==> config.mk <==
export PLATFORM = sky130hd
export DESIGN_NAME = led_cfg_regs
export DESIGN_NICKNAME = d
export VERILOG_FILES = /design/src/led_cfg_pkg.sv /design/src/cfg_access_if.sv /design/src/cfg_axil_slave.sv /design/src/brightness_slope.sv /design/src/led_cfg_regs.sv
export SDC_FILE = /design/constraint.sdc
export NUM_CORES = 1
export LEC_CHECK = 0
export ABC_CLOCK_PERIOD_IN_PS = 9370
export BUFFER_PORTS_ARGS = -buffer_cell sky130_fd_sc_hd__buf_2
export CAP_MARGIN = 40
export CORE_ASPECT_RATIO = 2
export CORE_MARGIN = 4
export CORE_UTILIZATION = 30
export DETAILED_ROUTE_END_ITERATION = 8
export PLACE_DENSITY = 0.56
export SLEW_MARGIN = 20
export SYNTH_ARGS = -nofsm -noshare
export SYNTH_HDL_FRONTEND = slang
export SYNTH_SLANG_ARGS = --single-unit
==> constraint.sdc <==
create_clock -name i_ref_clk -period 9.37 [get_ports i_ref_clk]
set_input_delay 0 -clock i_ref_clk [delete_from_list [all_inputs] [get_ports i_ref_clk]]
set_output_delay 0 -clock i_ref_clk [all_outputs]
set_load 0.03 [all_outputs]
==> src/led_cfg_pkg.sv <==
// Constants, field layout and types of the LED driver configuration bank
package led_cfg_pkg;
  // ----------------------------------------
  // Bus and register map
  // ----------------------------------------
  localparam int ADDR_W = 8;
  localparam int DATA_W = 32;
  localparam int REG_W = 16;
  localparam logic [5:0] IDX_SPREAD_SLOPE_DITHER = 6'h04;
  localparam logic [5:0] IDX_DETECT_SHORT_MASK = 6'h06;
  localparam logic [5:0] IDX_SLOPE_STATUS = 6'h20;
  localparam logic [15:0] RST_SPREAD_SLOPE_DITHER = 16'h08a3;
  localparam logic [15:0] RST_DETECT_SHORT_MASK = 16'h0100;
  localparam logic [1:0] RESP_OKAY = 2'h0;
  localparam logic [1:0] RESP_DECERR = 2'h3;
  // ----------------------------------------
  // Field positions
  // ----------------------------------------
  localparam int POS_PSEUDO_EN = 14;
  localparam int POS_MOD_RATE = 12;
  localparam int POS_SPREAD_RANGE = 10;
  localparam int POS_BRT_SRC = 8;
  localparam int POS_SLOPE_SEL = 5;
  localparam int POS_DITHER = 2;
  localparam int POS_SMOOTH_EN = 1;
  localparam int POS_GND_DETECT = 8;
  localparam int POS_NORMAL_OP = 6;
  localparam int POS_SHORT_MASK = 0;
  localparam int NUM_STRINGS = 6;
  // ----------------------------------------
  // Codes
  // ----------------------------------------
  localparam logic [1:0] SRC_PWM_PIN = 2'h0;
  localparam logic [1:0] SRC_BRT_REG = 2'h2;
  localparam logic [2:0] SLOPE_OFF = 3'h0;
  localparam logic [2:0] DITHER_MAX = 3'h4;
  // ----------------------------------------
  // Timing
  // ----------------------------------------
  localparam int unsigned CLK_HZ = 100000000;
  localparam int unsigned MS_PER_S = 1000;
  localparam int unsigned CYC_PER_MS = CLK_HZ / MS_PER_S;
  localparam int STEP_SHIFT = 16;
  localparam int SMOOTH_SHIFT = 3;
  localparam int ADV_STRETCH_SHIFT = 1;
  // Slope duration in ms for each code
  function automatic int unsigned slope_ms(input logic [2:0] code);
    case (code)
      3'h1: slope_ms = 1;
      3'h2: slope_ms = 2;
      3'h3: slope_ms = 50;
      3'h4: slope_ms = 100;
      3'h5: slope_ms = 200;
      3'h6: slope_ms = 300;
      3'h7: slope_ms = 500;
      default: slope_ms = 0;
    endcase
  endfunction : slope_ms
  typedef enum logic [1:0] {S_IDLE, S_LINEAR, S_SMOOTH} slope_state_e;
endpackage : led_cfg_pkg

==> src/cfg_access_if.sv <==
// Register access strobes between bus front end and register bank
interface cfg_access_if;
  import led_cfg_pkg::*;
  logic wr_en;
  logic [5:0] wr_idx;
  logic [REG_W-1:0] wr_data;
  logic [1:0] wr_strb;
  logic wr_hit;
  logic [5:0] rd_idx;
  logic [REG_W-1:0] rd_data;
  logic rd_hit;
  modport front (output wr_en, wr_idx, wr_data, wr_strb, rd_idx, input wr_hit, rd_data, rd_hit);
  modport bank (input wr_en, wr_idx, wr_data, wr_strb, rd_idx, output wr_hit, rd_data, rd_hit);
endinterface : cfg_access_if

==> src/cfg_axil_slave.sv <==
// AXI4-Lite slave front end producing register access strobes
module cfg_axil_slave
  import led_cfg_pkg::*;
(
  input wire logic i_ref_clk,
  input wire logic i_rst,
  input wire logic [ADDR_W-1:0] i_awaddr,
  input wire logic i_awvalid,
  output logic o_awready,
  input wire logic [DATA_W-1:0] i_wdata,
  input wire logic [3:0] i_wstrb,
  input wire logic i_wvalid,
  output logic o_wready,
  output logic [1:0] o_bresp,
  output logic o_bvalid,
  input wire logic i_bready,
  input wire logic [ADDR_W-1:0] i_araddr,
  input wire logic i_arvalid,
  output logic o_arready,
  output logic [DATA_W-1:0] o_rdata,
  output logic [1:0] o_rresp,
  output logic o_rvalid,
  input wire logic i_rready,
  cfg_access_if.front acc
);
  import led_cfg_pkg::*;
  logic [5:0] aw_idx_r;
  logic [REG_W-1:0] wdata_r;
  logic [1:0] wstrb_r;
  logic [5:0] ar_idx_r;
  logic ar_held_r;
  logic do_write;

  // ----------------------------------------
  // Write channels
  // ----------------------------------------
  assign do_write = !o_awready && !o_wready && !o_bvalid;
  assign acc.wr_en = do_write;
  assign acc.wr_idx = aw_idx_r;
  assign acc.wr_data = wdata_r;
  assign acc.wr_strb = wstrb_r;

  always_ff @(posedge i_ref_clk or posedge i_rst) begin
    if (i_rst) begin
      o_awready <= 1'b1;
      o_wready <= 1'b1;
      o_bvalid <= 1'b0;
      o_bresp <= RESP_OKAY;
      aw_idx_r <= '0;
      wdata_r <= '0;
      wstrb_r <= '0;
    end else begin
      if (o_awready && i_awvalid) begin
        o_awready <= 1'b0;
        aw_idx_r <= i_awaddr[7:2];
      end
      if (o_wready && i_wvalid) begin
        o_wready <= 1'b0;
        wdata_r <= i_wdata[REG_W-1:0];
        wstrb_r <= i_wstrb[1:0];
      end
      if (do_write) begin
        o_bvalid <= 1'b1;
        o_bresp <= acc.wr_hit ? RESP_OKAY : RESP_DECERR;
      end
      if (o_bvalid && i_bready) begin
        o_bvalid <= 1'b0;
        o_awready <= 1'b1;
        o_wready <= 1'b1;
      end
    end
  end

  // ----------------------------------------
  // Read channels
  // ----------------------------------------
  assign acc.rd_idx = ar_idx_r;

  always_ff @(posedge i_ref_clk or posedge i_rst) begin
    if (i_rst) begin
      o_arready <= 1'b1;
      ar_held_r <= 1'b0;
      ar_idx_r <= '0;
      o_rvalid <= 1'b0;
      o_rdata <= '0;
      o_rresp <= RESP_OKAY;
    end else begin
      if (o_arready && i_arvalid) begin
        o_arready <= 1'b0;
        ar_held_r <= 1'b1;
        ar_idx_r <= i_araddr[7:2];
      end
      if (ar_held_r) begin
        ar_held_r <= 1'b0;
        o_rvalid <= 1'b1;
        o_rdata <= {{(DATA_W-REG_W){1'b0}}, acc.rd_data};
        o_rresp <= acc.rd_hit ? RESP_OKAY : RESP_DECERR;
      end
      if (o_rvalid && i_rready) begin
        o_rvalid <= 1'b0;
        o_arready <= 1'b1;
      end
    end
  end
endmodule : cfg_axil_slave

==> src/brightness_slope.sv <==
// Brightness transition engine: linear or smoothed approach to target
module brightness_slope
  import led_cfg_pkg::*;
#(
  parameter int unsigned CYCLES_PER_MS = CYC_PER_MS
) (
  input wire logic i_ref_clk,
  input wire logic i_rst,
  input wire logic [REG_W-1:0] i_target,
  input wire logic [2:0] i_slope_sel,
  input wire logic i_smooth_en,
  output logic [REG_W-1:0] o_level,
  output logic o_busy
);
  import led_cfg_pkg::*;
  slope_state_e state_r;
  logic [31:0] tick_cnt_r;
  logic [31:0] interval;
  logic [63:0] dur_cyc;
  logic [REG_W-1:0] diff;
  logic ease;
  logic up;

  // Full-scale transition takes the selected duration; smoothing stretches it
  always_comb begin
    dur_cyc = 64'(slope_ms(i_slope_sel)) * 64'(CYCLES_PER_MS);
    interval = 32'(dur_cyc >> STEP_SHIFT);
    if (interval == 32'h0) begin
      interval = 32'h1;
    end
    up = i_target > o_level;
    diff = up ? i_target - o_level : o_level - i_target;
    ease = diff < (REG_W'(1) << SMOOTH_SHIFT);
    if (state_r == S_SMOOTH) begin
      interval = interval << ADV_STRETCH_SHIFT;
      if (ease) begin
        interval = interval << ADV_STRETCH_SHIFT;
      end
    end
  end

  always_ff @(posedge i_ref_clk or posedge i_rst) begin
    if (i_rst) begin
      state_r <= S_IDLE;
      tick_cnt_r <= '0;
      o_level <= '0;
      o_busy <= 1'b0;
    end else begin
      case (state_r)
        S_IDLE: begin
          tick_cnt_r <= '0;
          if (i_slope_sel == SLOPE_OFF) begin
            o_level <= i_target;
          end else if (diff != '0) begin
            state_r <= i_smooth_en ? S_SMOOTH : S_LINEAR;
            o_busy <= 1'b1;
          end
        end
        S_LINEAR, S_SMOOTH: begin
          if (i_slope_sel == SLOPE_OFF || diff == '0) begin
            o_level <= i_target;
            o_busy <= 1'b0;
            state_r <= S_IDLE;
          end else if (tick_cnt_r + 32'h1 >= interval) begin
            tick_cnt_r <= '0;
            o_level <= up ? o_level + 16'h1 : o_level - 16'h1;
          end else begin
            tick_cnt_r <= tick_cnt_r + 32'h1;
          end
        end
        default: begin
          state_r <= S_IDLE;
        end
      endcase
    end
  end
endmodule : brightness_slope

==> src/led_cfg_regs.sv <==
// Top: user configuration registers of the backlight LED driver
// Notes on behaviour
// bit 14 of config word one enables pseudo-random boost spreading; default off.
// bits 13-12 pick modulation rate 200/500/800/1200 Hz; default code 0.
// bits 11-10 pick spreading range 3.3/4.3/5.3/7.2 percent; resets to code 2.
// bits 9-8 pick brightness source, pin for 0, register for 2; 1,3 reserved.
// bits 7-5 set slope duration, 0 off, 1..7 = 1..500 ms; reset 5.
// smoothed sloping lengthens transitions and smooths the brightness change.
// software uses 1 and 2 ms durations only with linear sloping.
// bits 4-2 select dither depth, 0 off, 1 to 4 bits; reset 0.
// bit 1 selects linear when clear, smoothed when set; smoothed after reset.
// bit 8 of word two enables ground-short detection; default enabled.
// software always writes zero into bits 7-6 of word two.
// bits 5-0 of word two mask internal-short fault of strings 6 to 1.
// word two sits at offset 0x06, resetting to 0x100.
// fields hold last written value until reset; reads return it, reserved bits too.
module led_cfg_regs
  import led_cfg_pkg::*;
#(
  parameter int unsigned CYCLES_PER_MS = CYC_PER_MS
) (
  input wire logic i_ref_clk,
  input wire logic i_rst,
  input wire logic [led_cfg_pkg::ADDR_W-1:0] i_awaddr,
  input wire logic i_awvalid,
  output logic o_awready,
  input wire logic [led_cfg_pkg::DATA_W-1:0] i_wdata,
  input wire logic [3:0] i_wstrb,
  input wire logic i_wvalid,
  output logic o_wready,
  output logic [1:0] o_bresp,
  output logic o_bvalid,
  input wire logic i_bready,
  input wire logic [led_cfg_pkg::ADDR_W-1:0] i_araddr,
  input wire logic i_arvalid,
  output logic o_arready,
  output logic [led_cfg_pkg::DATA_W-1:0] o_rdata,
  output logic [1:0] o_rresp,
  output logic o_rvalid,
  input wire logic i_rready,
  input wire logic [led_cfg_pkg::REG_W-1:0] i_pwm_duty,
  input wire logic [led_cfg_pkg::REG_W-1:0] i_brightness_register_value,
  input wire logic [led_cfg_pkg::NUM_STRINGS-1:0] i_string_short_raw,
  output logic o_boost_oscillator_pseudo_en,
  output logic [1:0] o_spread_modulation_rate,
  output logic [1:0] o_spread_range,
  output logic [2:0] o_dither_depth,
  output logic o_ground_short_detect_enable,
  output logic [led_cfg_pkg::NUM_STRINGS-1:0] o_string_short_fault,
  output logic [led_cfg_pkg::REG_W-1:0] o_brightness_level,
  output logic o_slope_busy
);
  import led_cfg_pkg::*;

  // ----------------------------------------
  // Storage
  // ----------------------------------------
  logic [REG_W-1:0] spread_slope_dither_config_r;
  logic [REG_W-1:0] detect_and_short_mask_config_r;
  logic [REG_W-1:0] target_r;
  logic [REG_W-1:0] slope_level;
  logic slope_busy;

  cfg_access_if acc ();

  // Index decoding and byte merging used by the write paths
  function automatic logic idx_writable(input logic [5:0] idx);
    idx_writable = (idx == IDX_SPREAD_SLOPE_DITHER) || (idx == IDX_DETECT_SHORT_MASK);
  endfunction : idx_writable

  function automatic logic [REG_W-1:0] merge_bytes(input logic [REG_W-1:0] old_v,
                                                   input logic [REG_W-1:0] new_v,
                                                   input logic [1:0] strb);
    merge_bytes = old_v;
    if (strb[0]) begin
      merge_bytes[7:0] = new_v[7:0];
    end
    if (strb[1]) begin
      merge_bytes[15:8] = new_v[15:8];
    end
  endfunction : merge_bytes

  // ----------------------------------------
  // Bus front end
  // ----------------------------------------
  cfg_axil_slave u_axil (
    .i_ref_clk(i_ref_clk),
    .i_rst(i_rst),
    .i_awaddr(i_awaddr),
    .i_awvalid(i_awvalid),
    .o_awready(o_awready),
    .i_wdata(i_wdata),
    .i_wstrb(i_wstrb),
    .i_wvalid(i_wvalid),
    .o_wready(o_wready),
    .o_bresp(o_bresp),
    .o_bvalid(o_bvalid),
    .i_bready(i_bready),
    .i_araddr(i_araddr),
    .i_arvalid(i_arvalid),
    .o_arready(o_arready),
    .o_rdata(o_rdata),
    .o_rresp(o_rresp),
    .o_rvalid(o_rvalid),
    .i_rready(i_rready),
    .acc(acc.front)
  );

  assign acc.wr_hit = idx_writable(acc.wr_idx);

  // ----------------------------------------
  // Configuration word one
  // ----------------------------------------
  always_ff @(posedge i_ref_clk or posedge i_rst) begin
    if (i_rst) begin
      spread_slope_dither_config_r <= RST_SPREAD_SLOPE_DITHER;
    end else if (acc.wr_en && acc.wr_idx == IDX_SPREAD_SLOPE_DITHER) begin
      spread_slope_dither_config_r <= merge_bytes(spread_slope_dither_config_r, acc.wr_data,
                                                  acc.wr_strb);
    end
  end

  // ----------------------------------------
  // Configuration word two
  // ----------------------------------------
  always_ff @(posedge i_ref_clk or posedge i_rst) begin
    if (i_rst) begin
      detect_and_short_mask_config_r <= RST_DETECT_SHORT_MASK;
    end else if (acc.wr_en && acc.wr_idx == IDX_DETECT_SHORT_MASK) begin
      detect_and_short_mask_config_r <= merge_bytes(detect_and_short_mask_config_r, acc.wr_data,
                                                    acc.wr_strb);
    end
  end

  // ----------------------------------------
  // Read path
  // ----------------------------------------
  always_comb begin
    acc.rd_hit = 1'b1;
    case (acc.rd_idx)
      IDX_SPREAD_SLOPE_DITHER: acc.rd_data = spread_slope_dither_config_r;
      IDX_DETECT_SHORT_MASK: acc.rd_data = detect_and_short_mask_config_r;
      IDX_SLOPE_STATUS: acc.rd_data = slope_level;
      default: begin
        acc.rd_data = '0;
        acc.rd_hit = 1'b0;
      end
    endcase
  end

  // ----------------------------------------
  // Boost spreading controls
  // ----------------------------------------
  always_ff @(posedge i_ref_clk or posedge i_rst) begin
    if (i_rst) begin
      o_boost_oscillator_pseudo_en <= 1'b0;
      o_spread_modulation_rate <= '0;
      o_spread_range <= '0;
    end else begin
      o_boost_oscillator_pseudo_en <= spread_slope_dither_config_r[POS_PSEUDO_EN];
      o_spread_modulation_rate <= spread_slope_dither_config_r[POS_MOD_RATE +: 2];
      o_spread_range <= spread_slope_dither_config_r[POS_SPREAD_RANGE +: 2];
    end
  end

  // ----------------------------------------
  // Dither depth
  // ----------------------------------------
  always_ff @(posedge i_ref_clk or posedge i_rst) begin
    if (i_rst) begin
      o_dither_depth <= '0;
    end else if (spread_slope_dither_config_r[POS_DITHER +: 3] > DITHER_MAX) begin
      o_dither_depth <= DITHER_MAX;
    end else begin
      o_dither_depth <= spread_slope_dither_config_r[POS_DITHER +: 3];
    end
  end

  // ----------------------------------------
  // Fault detection controls
  // ----------------------------------------
  always_ff @(posedge i_ref_clk or posedge i_rst) begin
    if (i_rst) begin
      o_ground_short_detect_enable <= 1'b0;
    end else begin
      o_ground_short_detect_enable <= detect_and_short_mask_config_r[POS_GND_DETECT];
    end
  end

  genvar g;
  generate
    for (g = 0; g < NUM_STRINGS; g++) begin : g_mask
      always_ff @(posedge i_ref_clk or posedge i_rst) begin
        if (i_rst) begin
          o_string_short_fault[g] <= 1'b0;
        end else begin
          o_string_short_fault[g] <= i_string_short_raw[g] &
                                     !detect_and_short_mask_config_r[POS_SHORT_MASK + g];
        end
      end
    end
  endgenerate

  // ----------------------------------------
  // Brightness source
  // ----------------------------------------
  always_ff @(posedge i_ref_clk or posedge i_rst) begin
    if (i_rst) begin
      target_r <= '0;
    end else begin
      case (spread_slope_dither_config_r[POS_BRT_SRC +: 2])
        SRC_PWM_PIN: target_r <= i_pwm_duty;
        SRC_BRT_REG: target_r <= i_brightness_register_value;
        default: target_r <= target_r;
      endcase
    end
  end

  // ----------------------------------------
  // Brightness transition
  // ----------------------------------------
  brightness_slope #(
    .CYCLES_PER_MS(CYCLES_PER_MS)
  ) u_slope (
    .i_ref_clk(i_ref_clk),
    .i_rst(i_rst),
    .i_target(target_r),
    .i_slope_sel(spread_slope_dither_config_r[POS_SLOPE_SEL +: 3]),
    .i_smooth_en(spread_slope_dither_config_r[POS_SMOOTH_EN]),
    .o_level(slope_level),
    .o_busy(slope_busy)
  );

  always_ff @(posedge i_ref_clk or posedge i_rst) begin
    if (i_rst) begin
      o_brightness_level <= '0;
      o_slope_busy <= 1'b0;
    end else begin
      o_brightness_level <= slope_level;
      o_slope_busy <= slope_busy;
    end
  end
endmodule : led_cfg_regs

; Yosys cells after proc, flatten, opt, wreduce, memory -nomap -nowiden
; Index checks and enable logic that the tools add are counted.
[classes]
add_sub_neg = 5
n_mul = 1
n_lt_le_gt_ge = 4
eq_ne = 21
muxes = 40
bitwise = 6
reduce_logical = 43
[op_table]
columns = cell, n
row1 = 32-bit two-way mux, 5
row2 = 16-bit two-way mux, 5
row3 = 16-bit case mux with 2 select lines, 2
row4 = 32-bit case mux with 2 select lines, 1
row5 = 9-bit case mux with 7 select lines, 1
row6 = 16-bit case mux with 3 select lines, 1
row7 = 32-bit by 1-bit adder with 32-bit output (second input constant), 1
row8 = 32-bit >= comparator, 1
row9 = 32-bit logical NOT, 1
row10 = 16-bit subtractor, 2
row11 = 6-bit by 3-bit equality test with 1-bit output (second input constant), 4
row12 = 9-bit by 12-bit multiplier with 21-bit output (second input constant), 1
row13 = 16-bit by 1-bit adder with 16-bit output (second input constant), 1
row14 = 16-bit greater-than comparator, 1
row15 = 16-bit logical NOT, 1
row16 = 16-bit by 4-bit less-than comparator with 1-bit output (second input constant), 1
row17 = 1-bit two-way mux, 16
row18 = 16-bit nonzero test, 1
row19 = 16-bit by 1-bit subtractor with 16-bit output (second input constant), 1
row20 = 2-bit nonzero test, 7
row21 = 3-bit equality test (second input constant), 4
row22 = 2-bit two-way mux, 6
row23 = 2-bit AND reduction, 5
row24 = 1-bit logical AND, 9
row25 = other kinds (21), 42
[word_totals]
register_bits = 187
in_bits = 97
out_inout_bits = 73
word_cells = 155

; Depth between registers and ports, before layout
; Gate-level depths: netlist of run 1.
[logic_depth]
word_depth = 11
ltp_mapped = 32

; Modules after synthesis
; From an unflattened synthesis of run 1, not the netlist that was laid out.
[hier_totals]
cells_unflattened = 1272
hier_area_um2 = 12660.9
[modules_own_cells]
columns = mod, instances, cells_per_inst, area_per_inst_um2
row1 = brightness_slope, 1, 900, 7264.5
row2 = led_cfg_regs, 1, 228, 3218.1
row3 = cfg_axil_slave, 1, 144, 2178.3

; Worst setup path after synthesis of run 1
; Ideal clock, no wire load.
[synth_path]
kind = flip-flop to flip-flop
from = register spread_slope_dither_config_r[5]
to = register u_slope.o_level[10]
setup_ps = 125
t_arrival_ps = 7157
required_time_ps = 9245
setup_slack_ps = 2087
stages_incl_launch_ff = 31
synth_period_minus_slack_ps = 7283
path_cell_list = dfstp_2 > inv_1 > ha_1 > o21ai_0 > inv_1 > ha_1 > ha_1 > fa_1 > fa_1 > ha_1 > a21o_1 > a21o_1 > a221oi_1 > a21oi_1 > a31oi_1 > xor2_1 > nand4_1 > nand2_1 > mux2i_1 > mux2i_1 > ha_1 > a211oi_1 > nor2_1 > a2111oi_2 > nand2_1 > a311o_1 > nor4_2 > o2111ai_2 > nand2_2 > buf_6 > o21ai_2
[synth_via]
elab_chain_cells = 10
elab_cells_between_ends = 21
cone_classes = mul (1) / order compare (1) / eq/ne (9) / mux (6) / reduce/logical (4)
[synth_lines]
columns = element, line
row1 = start: declaration, led_cfg_regs.sv:58  ; logic [REG_W-1:0] spread_slope_dither_config_r;
row2 = start signal: assignment, led_cfg_regs.sv:118  ; spread_slope_dither_config_r <= merge_bytes(spread_slope_dither_config_r, acc.wr_data,
row3 = 3-bit equality test (tied with other cells), led_cfg_pkg.sv:48  ; case (code)
row4 = 9-bit case mux with 7 select lines, led_cfg_pkg.sv:48
row5 = 9-bit by 12-bit multiplier with 21-bit output, brightness_slope.sv:26  ; dur_cyc = 64'(slope_ms(i_slope_sel)) * 64'(CYCLES_PER_MS);
row6 = 32-bit logical NOT, brightness_slope.sv:28  ; if (interval == 32'h0) begin
row7 = 32-bit two-way mux, brightness_slope.sv:28
row8 = 32-bit two-way mux, brightness_slope.sv:36  ; if (ease) begin
row9 = 32-bit two-way mux, brightness_slope.sv:34  ; if (state_r == S_SMOOTH) begin
row10 = 32-bit >= comparator, brightness_slope.sv:64  ; end else if (tick_cnt_r + 32'h1 >= interval) begin
row11 = 3-bit by 1-bit inequality test with 1-bit output (no line), --
row12 = 3-bit AND reduction (no line), --
row13 = end signal: assignment, brightness_slope.sv:53  ; o_level <= i_target;
row14 = end signal: assignment, brightness_slope.sv:61  ; o_level <= i_target;
row15 = end signal: assignment, brightness_slope.sv:66  ; o_level <= up ? o_level + 16'h1 : o_level - 16'h1;
row16 = end: declaration, brightness_slope.sv:12  ; output logic [REG_W-1:0] o_level,
; Parallel ways exist; a longest one is shown, timed or not.
; A chain may end at the register's enable or synchronous reset.

; Worst setup path in the final report of run 1
[layout_path]
from = register spread_slope_dither_config_r[5]
to = register u_slope.o_level[13]
; Same word-level chain as after synthesis.

==> flow_summary.json, run 1 <==
{
  "worstPathArrival_ns": 9.05,
  "cts_tree": "built",
  "endpoint_kind": "flop",
  "grt-ovfl-total": 0,
  "h-tree-depth": 4,
  "synth_top_area_cell": "dfrtp_1",
  "reg2reg_to": "u_slope.o_level[13]",
  "grt_pass1_wl_um": 55300,
  "syn_area_sq_um": 12600,
  "period_share_pct": 93.1,
  "ys_ff_latch": 185,
  "hold_viol_final": 7,
  "path_delay_family": "compound AO/OA/AOI/OAI gates",
  "vias": 10100,
  "drv_slew": 0,
  "p_leak_nw": 7.12,
  "path_buf_inv": 2,
  "initial_core_util_pct": 30.2,
  "synthTopCellsByCount": "dfrtp_1 (176), ha_1 (109), inv_1 (89), nor2_1 (88), nand2_1 (84)",
  "nNetsFinal": 1709,
  "grt_setup_unrepaired": "false",
  "yosys.cell_count.top_type": "dfrtp_1",
  "p_per_area_nw_per_um2": 395,
  "drv_cap": 0,
  "yosysWarningCount": 0,
  "synth_area_leaders": "dfrtp_1 (35%), ha_1 (11%), mux2_2 (5.3%)",
  "post_cts_buffers": 0,
  "violations": "negative hold slack",
  "regToRegSetupSlack_ns": 0.65,
  "numCtsBuffers": 17,
  "clk_latency_ns": 0.46,
  "fin_skew_ns": 0.0164,
  "antenna_found_initial": 0,
  "yosysUniqueCellTypes": 95,
  "routed_via_density": 4.95,
  "period_needed_ns": 8.72,
  "run_status": "finished, violations left",
  "drive_gt1_share_pct": 19.0,
  "grt_pass1_vias": 10600,
  "vdd_drop_max_mv": 0.211,
  "clk_pin_slew_worst_paths_ns": 0.09,
  "ant_nets": 0,
  "max_freq_ghz": 0.115,
  "setup_viol": 0,
  "clock_sinks": 185,
  "worstSetupStartpoint": "spread_slope_dither_config_r[5]",
  "grt_util_all_layers_pct": 15.0,
  "fin_tns_setup_ns": 0,
  "grt_max_degree": 112,
  "core-area_sq_um": 41800,
  "n_fill_cell": 4203,
  "r2r_start": "spread_slope_dither_config_r[5]",
  "hold_class": "in -> async",
  "die_h_um": 298,
  "dr.pass1.iters": 5,
  "clk_path_buf_depth": 2,
  "critical_path.max_stage_delay_ns": 0.67,
  "r2r_cells": 29,
  "start_kind": "flop",
  "rows": 106,
  "cts-resized-gates": 0,
  "routed_wl_um": 34100,
  "drt_iter0_drc": 424,
  "wl_per_cell_um": 16.7,
  "cp_max_fo": 15,
  "synth_ff_type": "dfrtp_1",
  "final_core_util_pct": 36.4,
  "gp_congestion": 0.919,
  "worstSetupPathType": "reg -> reg",
  "dp_hpwl_um": 26700,
  "crit_path_end": "u_slope.o_level[13]",
  "cpMaxStageDelayCell": "a221oi_1",
  "port_buffers": 131,
  "worst_pin_slew_ns": 0.866,
  "syn-instance-count": 1298,
  "drc_errors": 0,
  "syn_to_final_growth_pct": 20.5,
  "synth_largest_type_area_fraction_pct": 34.9,
  "dieArea_sq_um": 45700,
  "cp.required_ns": 9.70,
  "crit_top_cell": "ha_1",
  "synth_edf_count": 0,
  "yosysSeqAreaShare_pct": 36.7,
  "pin_count": 170,
  "syn_avg_cell_area_sq_um": 9.73,
  "synthArstFlopShare_pct": 100,
  "die_w_um": 153,
  "cts-root-buf": "clkbuf_16",
  "relSlewSlack_pct": 41.7,
  "hold_ws_ns": -0.0106,
  "path_depth": 29
}
==> final cells by class <==
class | count | area [sq um] | share of cell area [%]
flip-flops and latches | 185 | 4640 | 30.5
clock inverters | 15 | 190 | 1.25
inverters | 89 | 342 | 2.24
multi-input cells | 975 | 7330 | 48.2
diodes | 1 | 2.50 | 0.0164
clock buffers | 17 | 425 | 2.79
repair buffers | 221 | 1610 | 10.6
well taps | 540 | 676 | 4.44
==> per-layer routing <==
metal	vias to the layer above	track usage, %	routed length (um)
li1	4972	-	-
met1	4886	15.1	12500
met2	200	29.1	18800
met3	63	2.65	1240
met4	0	7.58	1530
met5	-	0	0
==> logic make-up after synthesis <==
group	after synthesis	share of synthesized area, %
multiplexers	118	9.98
AO/OA/AOI/OAI	295	15.4
XOR/XNOR	64	4.55
AND/OR/NAND/NOR	359	14.6
other	1	0.0297
buffers and inverters	153	5.68
adder cells (fa/ha/maj)	123	13.0
flip-flops	185	36.7
==> power by group <==
| group | total [mW] | internal, mW | switching, mW |
|---|---|---|---|
| Clock | 0.749 | 0.368 | 0.381 |
| Combinational | 3.81 | 1.55 | 2.26 |
| Sequential | 1.46 | 1.13 | 0.328 |
==> worst min path at each step <==
stage / startpoint / end / slack [ns]
finish: i_rst / spread_slope_dither_config_r[6] / -0.01
global placement: i_arvalid / u_axil.o_arready / 0.16
global route: i_rst / u_axil.acc.wr_data[7] / 0.01
floorplan: i_arvalid / u_axil.o_arready / 0.06
CTS: i_bready / u_axil.o_bvalid / 0.26
detailed placement: i_arvalid / u_axil.o_arready / 0.18
==> stage by stage <==
step / area [sq um] / setup WS [ns] / hold slack [ns] / std cells / power, mW
global placement: 13700 / 0.742 / 0.163 / 1926 / 5.12
detailed placement: 13800 / 0.604 / 0.176 / 1932 / 5.25
CTS: 15200 / 0.582 / 0.264 / 2041 / 6.07
floorplan: 12700 / 2.09 / 0.0630 / 1313 / 4.29
global route: 15200 / 0.0297 / 0.00962 / 2042 / 6.53
finish: 15200 / 0.649 / -0.0106 / 2043 / 6.01
==> registers in the layout (all words and copies together) (netlist names), 2 cells and up <==
signal                          count
u_axil.o_rdata                     16
o_spread_modulation_rate            2
o_brightness_level                 16
u_axil.acc.wr_idx                   6
u_slope.o_level                    16
o_spread_range                      2
u_slope.tick_cnt_r                 32
u_axil.acc.wr_data                 16
detect_and_short_mask_config_r     16
spread_slope_dither_config_r       16
u_axil.acc.rd_idx                   6
u_slope.state_r                     2
target_r                           16
o_string_short_fault                6
o_dither_depth                      3
u_axil.acc.wr_strb                  2
==> worst min-delay path, stage by stage <==
cell,delay [ns]
dlygate4sd3_1,0.53
buf_2,0.15
inv_8,0.09
==> cells in the final DEF (no fill, tap or decap), types with 8 or more instances in the layout <==
cell,netlist,layout
a211oi_1,13,13
a21o_1,18,18
a21oi_1,76,76
a31oi_1,13,13
and2_1,24,24
and3_1,8,8
buf_2,9,131
clkbuf_16,0,17
conb_1,1,16
dfrtp_1,176,176
dfstp_2,9,9
dlygate4sd3_1,0,77
fa_1,14,14
ha_1,109,109
inv_1,89,88
mux2_2,59,59
mux2i_1,57,57
nand2_1,84,84
nand2b_1,12,12
nand3_1,29,29
nand4_1,16,16
nor2_1,88,88
nor2b_1,21,21
nor3_1,30,30
o21ai_0,80,80
o21ai_2,10,10
or3_1,8,8
xnor2_1,38,38
xor2_1,25,25
==> what timing repair did <==
action,4_1_cts,5_1_grt
endpoints found under the hold margin,164,0
endpoints found under the setup margin,0,0
hold buffers,77,0
No activity file was read; power rests on OpenSTA's default activity.
==> run 2: changes to the inputs <==
ABC_AREA = 1   (was default)
ABC_CLOCK_PERIOD_IN_PS = 9200   (was 9370)
clock period = 9.2 ns   (was 9.37 ns; I/O delays follow)
==> flow_summary.json, run 2 <==
{
  "largest_reg_flops": 32,
  "fin_tns_setup_ns": 0,
  "fin_skew_ns": 0.0179,
  "relSlewSlack_pct": 49.2,
  "antenna_cells": 0,
  "synthArstFlopShare_pct": 100,
  "die_h_um": 306,
  "reg2reg_to": "u_slope.o_level[13]",
  "drive_gt1_share_pct": 11.9,
  "syn_to_final_growth_pct": 19.9,
  "syn_area_sq_um": 13300,
  "endpoint_kind": "flop",
  "yosysSeqAreaShare_pct": 34.9,
  "crit_top_cell": "nand2_1",
  "pin_count": 170,
  "gp_congestion": 0.917,
  "routed_via_density": 4.77,
  "clk_latency_ns": 0.46,
  "p_leak_nw": 8.32,
  "p_per_area_nw_per_um2": 363,
  "run_status": "finished, violations left",
  "n_fill_cell": 4653,
  "r2r_cells": 36,
  "worstSetupPathType": "reg -> reg",
  "final_cell_mix": "nand2_1 (504), inv_1 (288), dfrtp_1 (176)",
  "hold_class": "in -> async",
  "r2r_start": "spread_slope_dither_config_r[5]",
  "dr.pass1.iters": 5,
  "synth_top_area_cell": "dfrtp_1",
  "die_w_um": 157,
  "cts_tree": "built",
  "syn_avg_cell_area_sq_um": 7.27,
  "drt_iter0_drc": 534,
  "period_needed_ns": 7.48,
  "ys_ff_latch": 185,
  "setup_viol": 0,
  "hold_ws_ns": -0.000699,
  "violations": "negative hold slack",
  "max_freq_ghz": 0.134,
  "numCtsBuffers": 17,
  "synth_area_leaders": "dfrtp_1 (33%), nand2_1 (14%), ha_1 (10%)",
  "post_cts_buffers": 0,
  "cts-root-buf": "clkbuf_16",
  "grt_pass1_wl_um": 66000,
  "critical_path.max_stage_delay_ns": 0.62,
  "synth_ff_type": "dfrtp_1",
  "wl_per_cell_um": 15.9,
  "vdd_drop_max_mv": 0.170,
  "period_share_pct": 81.3,
  "synth_largest_type_area_fraction_pct": 33.1,
  "synth_edf_count": 0,
  "ant_nets": 0,
  "worstPathArrival_ns": 7.83,
  "h-tree-depth": 4,
  "drv_cap": 0,
  "drv_slew": 0,
  "hold_viol_final": 2,
  "vias": 12300,
  "final_common_cell": "nand2_1",
  "yosysUniqueCellTypes": 51,
  "port_buffers": 131,
  "cp_max_fo": 16,
  "yosys.cell_count.top_type": "nand2_1",
  "largest-register": "u_slope.tick_cnt_r",
  "cpMaxStageDelayCell": "dfstp_2",
  "grt_pass1_vias": 12600,
  "routed_wl_um": 41100,
  "fin_area_sq_um": 15900,
  "grt-ovfl-total": 0,
  "grt_setup_unrepaired": "false",
  "dieArea_sq_um": 47900,
  "start_kind": "flop",
  "cp.required_ns": 9.54,
  "nNetsFinal": 2246,
  "initial_core_util_pct": 30.5,
  "clk_path_buf_depth": 2,
  "rows": 108,
  "grt_util_all_layers_pct": 17.4,
  "drc_errors": 0,
  "dp_hpwl_um": 32800,
  "worst_pin_slew_ns": 0.759,
  "syn-instance-count": 1828,
  "grt_max_degree": 122,
  "clock_sinks": 185,
  "dpl-instance-area_sq_um": 14500,
  "clk_pin_slew_worst_paths_ns": 0.08,
  "core-area_sq_um": 43600,
  "regToRegSetupSlack_ns": 1.72,
  "yosysWarningCount": 0,
  "antenna_found_initial": 0,
  "synthTopCellsByCount": "nand2_1 (504), inv_1 (289), dfrtp_1 (176), nor2_1 (167), ha_1 (109)"
}
[run 2: changes by cell type after synthesis, sizes merged, moves of 18 or more]
cell,previous run,this run
nand2,85,526
inv,89,294
nor2,89,180
nand3,29,98
mux2i,57,0
mux2,61,11
o22ai,1,33
xnor2,38,11
nand4,17,40
and2,24,3
nor2b,21,0
a21o,18,0
xor2,25,43
[run 2: timing repair]
action,in CTS,in global routing
hold buffers,77,0
gates resized for setup,0,0
hold endpoints to repair,169,0
[run 2: area by class of cell]
cell class,instances,area (sq um),share of cell area [%]
clock inverter,14,190,1.19
sequential,185,4640,29.1
multi-input combinational,1309,7290,45.8
timing repair buffer,218,1580,9.88
clock buffer,18,439,2.75
tap,550,688,4.32
inverter,295,1110,6.99
[run 2: worst max-delay path by stage]
stage	endpoint	cells after the start	from
floorplan	u_slope.o_level[10]	39	spread_slope_dither_config_r[5]
global placement	u_slope.o_level[14]	36	spread_slope_dither_config_r[5]
detailed placement	u_slope.o_level[4]	36	spread_slope_dither_config_r[5]
CTS	u_slope.o_level[13]	36	spread_slope_dither_config_r[5]
global route	u_slope.o_level[5]	39	spread_slope_dither_config_r[5]
finish	u_slope.o_level[13]	36	spread_slope_dither_config_r[5]
[run 2: cells by family (layout without fill, tap and decap cells)]
logic type / count (synthesis) / in the layout / synth area share [%]
AO/OA/AOI/OAI: 232 / 232 / 9.60
XOR/XNOR: 54 / 54 / 3.56
adder cells (fa/ha/maj): 123 / 123 / 12.4
buffers and inverters: 349 / 545 / 10.6
flip-flops: 185 / 185 / 34.9
multiplexers: 11 / 11 / 0.932
other: 1 / 16 / 0.0282
AND/OR/NAND/NOR: 873 / 873 / 28.0
[run 2: power by group]
group	internal, mW	switching [mW]
Clock	0.382	0.395
Sequential	1.07	0.238
Combinational	1.23	2.46
Total	2.69	3.09
[run 2: critical path, delay by kind of cell (launching register included)]
kind | cells | cell delay, ns
and+or+nand+nor | 20 | 2.85
DFF | 1 | 0.62
adders and majority gates | 6 | 2.36
buffers and inverters | 3 | 0.43
AOI/OAI and AO/OA | 7 | 1.09
[run 2: stage by stage]
stage / power [mW] / hold WS [ns] / instances / setup slack, ns / util (%)
finish: 5.78 / -0.000699 / 2589 / 1.72 / 36.5
global route: 6.31 / 0.0192 / 2589 / 0.984 / 36.5
CTS: 5.78 / 0.247 / 2586 / 1.75 / 36.4
detailed placement: 4.91 / 0.179 / 2477 / 1.80 / 33.2
global placement: 4.83 / 0.175 / 2473 / 1.87 / 33.0
floorplan: 3.92 / 0.0740 / 1843 / 3.06 / -
[run 2: layer usage]
layer	wire length (um)	GRT usage [%]	up-vias
li1	-	-	6165
met1	15400	18.9	5766
met2	22000	32.4	311
met3	1540	2.07	98
met4	2090	8.81	0
met5	0	0	-
==> run 3: changes to the inputs <==
ABC_AREA = 0   (was 1)
ABC_CLOCK_PERIOD_IN_PS = 6100   (was 9200)
PLACE_DENSITY = 0.58   (was 0.56)
clock period = 6.1 ns   (was 9.2 ns; I/O delays follow)
==> flow_summary.json, run 3 (synthesis results as in run 1) <==
{
  "run_status": "finished, violations left",
  "violations": "negative setup slack",
  "gp_congestion": 0.926,
  "drv_slew": 0,
  "drv_cap": 0,
  "hold_class": "in -> async",
  "rows": 106,
  "nNetsFinal": 1823,
  "wl_met2_um": 20600,
  "drt_iter0_drc": 525,
  "clk_path_buf_depth": 2,
  "largest-register": "u_slope.tick_cnt_r",
  "p_per_area_nw_per_um2": 613,
  "die_w_um": 153,
  "clk_latency_ns": 0.45,
  "core-area_sq_um": 41800,
  "cp_max_fo": 15,
  "fin_tns_setup_ns": -21.03,
  "worst_slack_ns": -0.826,
  "drc_errors": 0,
  "grt_pass1_vias": 11300,
  "antenna_found_initial": 1,
  "max_freq_ghz": 0.144,
  "cpMaxStageDelayCell": "dfstp_2",
  "grt-ovfl-total": 0,
  "dp_hpwl_um": 29300,
  "largest_reg_flops": 32,
  "ant_nets": 0,
  "wl_met1_um": 13400,
  "grt_max_degree": 117,
  "wl_per_cell_um": 17.1,
  "vdd_drop_max_mv": 0.408,
  "worstSetupStartpoint": "spread_slope_dither_config_r[5]",
  "routed_wl_um": 37000,
  "numCtsBuffers": 17,
  "worstPathArrival_ns": 7.30,
  "pin_count": 170,
  "dr.pass1.iters": 5,
  "h-tree-depth": 4,
  "cts-root-buf": "clkbuf_16",
  "cp.required_ns": 6.48,
  "period_needed_ns": 6.93,
  "final_cell_mix": "dfrtp_1 (176), buf_2 (131), buf_4 (116)",
  "grt_pass1_wl_um": 59600,
  "relSlewSlack_pct": 47.7,
  "endpoint_kind": "flop",
  "routed.top_layer": "met4",
  "fin_skew_ns": 0.0112,
  "r2r_start": "spread_slope_dither_config_r[5]",
  "vias": 10700,
  "cts_tree": "built",
  "place_ws_ns": -1.08,
  "worst_pin_slew_ns": 0.782,
  "port_buffers": 131,
  "dieArea_sq_um": 45700,
  "setup_viol": 28,
  "drive_gt1_share_pct": 26.9,
  "critical_path.max_stage_delay_ns": 0.59,
  "final_common_cell": "dfrtp_1",
  "period_share_pct": 114,
  "syn_to_final_growth_pct": 28.8,
  "routed_via_density": 4.94,
  "hold_viol_final": 0,
  "worstSetupPathType": "reg -> reg",
  "p_leak_nw": 7.68,
  "grt_setup_unrepaired": "true",
  "clock_sinks": 185,
  "grt_util_all_layers_pct": 16.2,
  "start_kind": "flop",
  "n_fill_cell": 4093,
  "wl_met3_um": 1180,
  "clk_pin_slew_worst_paths_ns": 0.08,
  "die_h_um": 298,
  "final_core_util_pct": 38.9,
  "initial_core_util_pct": 30.2
}
[run 3: cell types whose count changed in the layout (fill, tap and decap cells not counted), moves of 21 or more]
cell     change
and2_1      +21
buf_4      +113
inv_1      -202
mux2_2      +48
mux2i_1     +57
nand2_1    -422
nand3_1     -66
nand4_1     -24
nor2_1      -80
o21ai_0     -23
o22ai_1     -33
xnor2_1     +27
[run 3: area by class of cell]
type	count	area [sq um]	share of cell area (%)
clock buffers	18	439	2.70
flip-flops and latches	185	4640	28.5
multi-input cells	975	7540	46.4
clock inverters	14	130	0.800
well taps	540	676	4.15
inverters	89	344	2.12
repair buffers	335	2490	15.3
diodes	1	2.50	0.0154
[run 3: worst max-delay path, delay by kind of cell, from the launching register on]
kind | cells | cell delay [ns]
adders and majority gates | 7 | 2.23
and+or+nand+nor | 5 | 0.75
buffers and inverters | 4 | 0.41
muxes | 2 | 0.22
DFF | 1 | 0.59
AOI/OAI and AO/OA | 12 | 2.48
xor gates and xnor gates | 1 | 0.17
[run 3: layer usage]
metal  vias up  global-route usage, %
li1       5183                      -
met3        83                   2.06
met5         -                      0
met4         0                   8.60
met2       246                   31.2
met1      5150                   16.7
[run 3: metrics by stage]
| step | instances | area [sq um] | hold WS (ns) | power [mW] |
|---|---|---|---|---|
| 2_1_floorplan | 1313 | 12800 | 0.0630 | 6.65 |
| 3_3_place_gp | 2031 | 14600 | 0.163 | 8.49 |
| 3_5_place_dp | 2037 | 14700 | 0.176 | 8.65 |
| 4_1_cts | 2153 | 16200 | 0.251 | 10.0 |
| 5_1_grt | 2157 | 16300 | 0.0300 | 10.7 |
| 6_report | 2157 | 16300 | 0.00920 | 9.97 |
[run 3: timing repair]
item                                    4_1_cts  5_1_grt
endpoints found under the setup margin       28       28
pin swaps                                    17        1
hold endpoints to repair                    163        0
cloned                                        0        0
gates resized for setup                      36        2
setup buffers                                 7        1
hold buffers                                 77        0
[run 3: where the power goes]
group	total [mW]	switching, mW	internal [mW]
combinational	6.74	3.82	2.91
sequential	2.14	0.405	1.74
clock	1.09	0.540	0.550
[run 3: final timing paths]
kind	to	slack [ns]	cells after the start
hold reg to reg	o_spread_modulation_rate[1]	0.39	0
max in group asynchronous	o_brightness_level[14]	4.65	6
setup / recovery	u_slope.o_level[0]	-0.83	31
hold / removal	o_brightness_level[3]	0.009	3
min in group i_ref_clk	u_axil.o_bvalid	0.28	3
setup reg to reg	u_slope.o_level[0]	-0.83	31
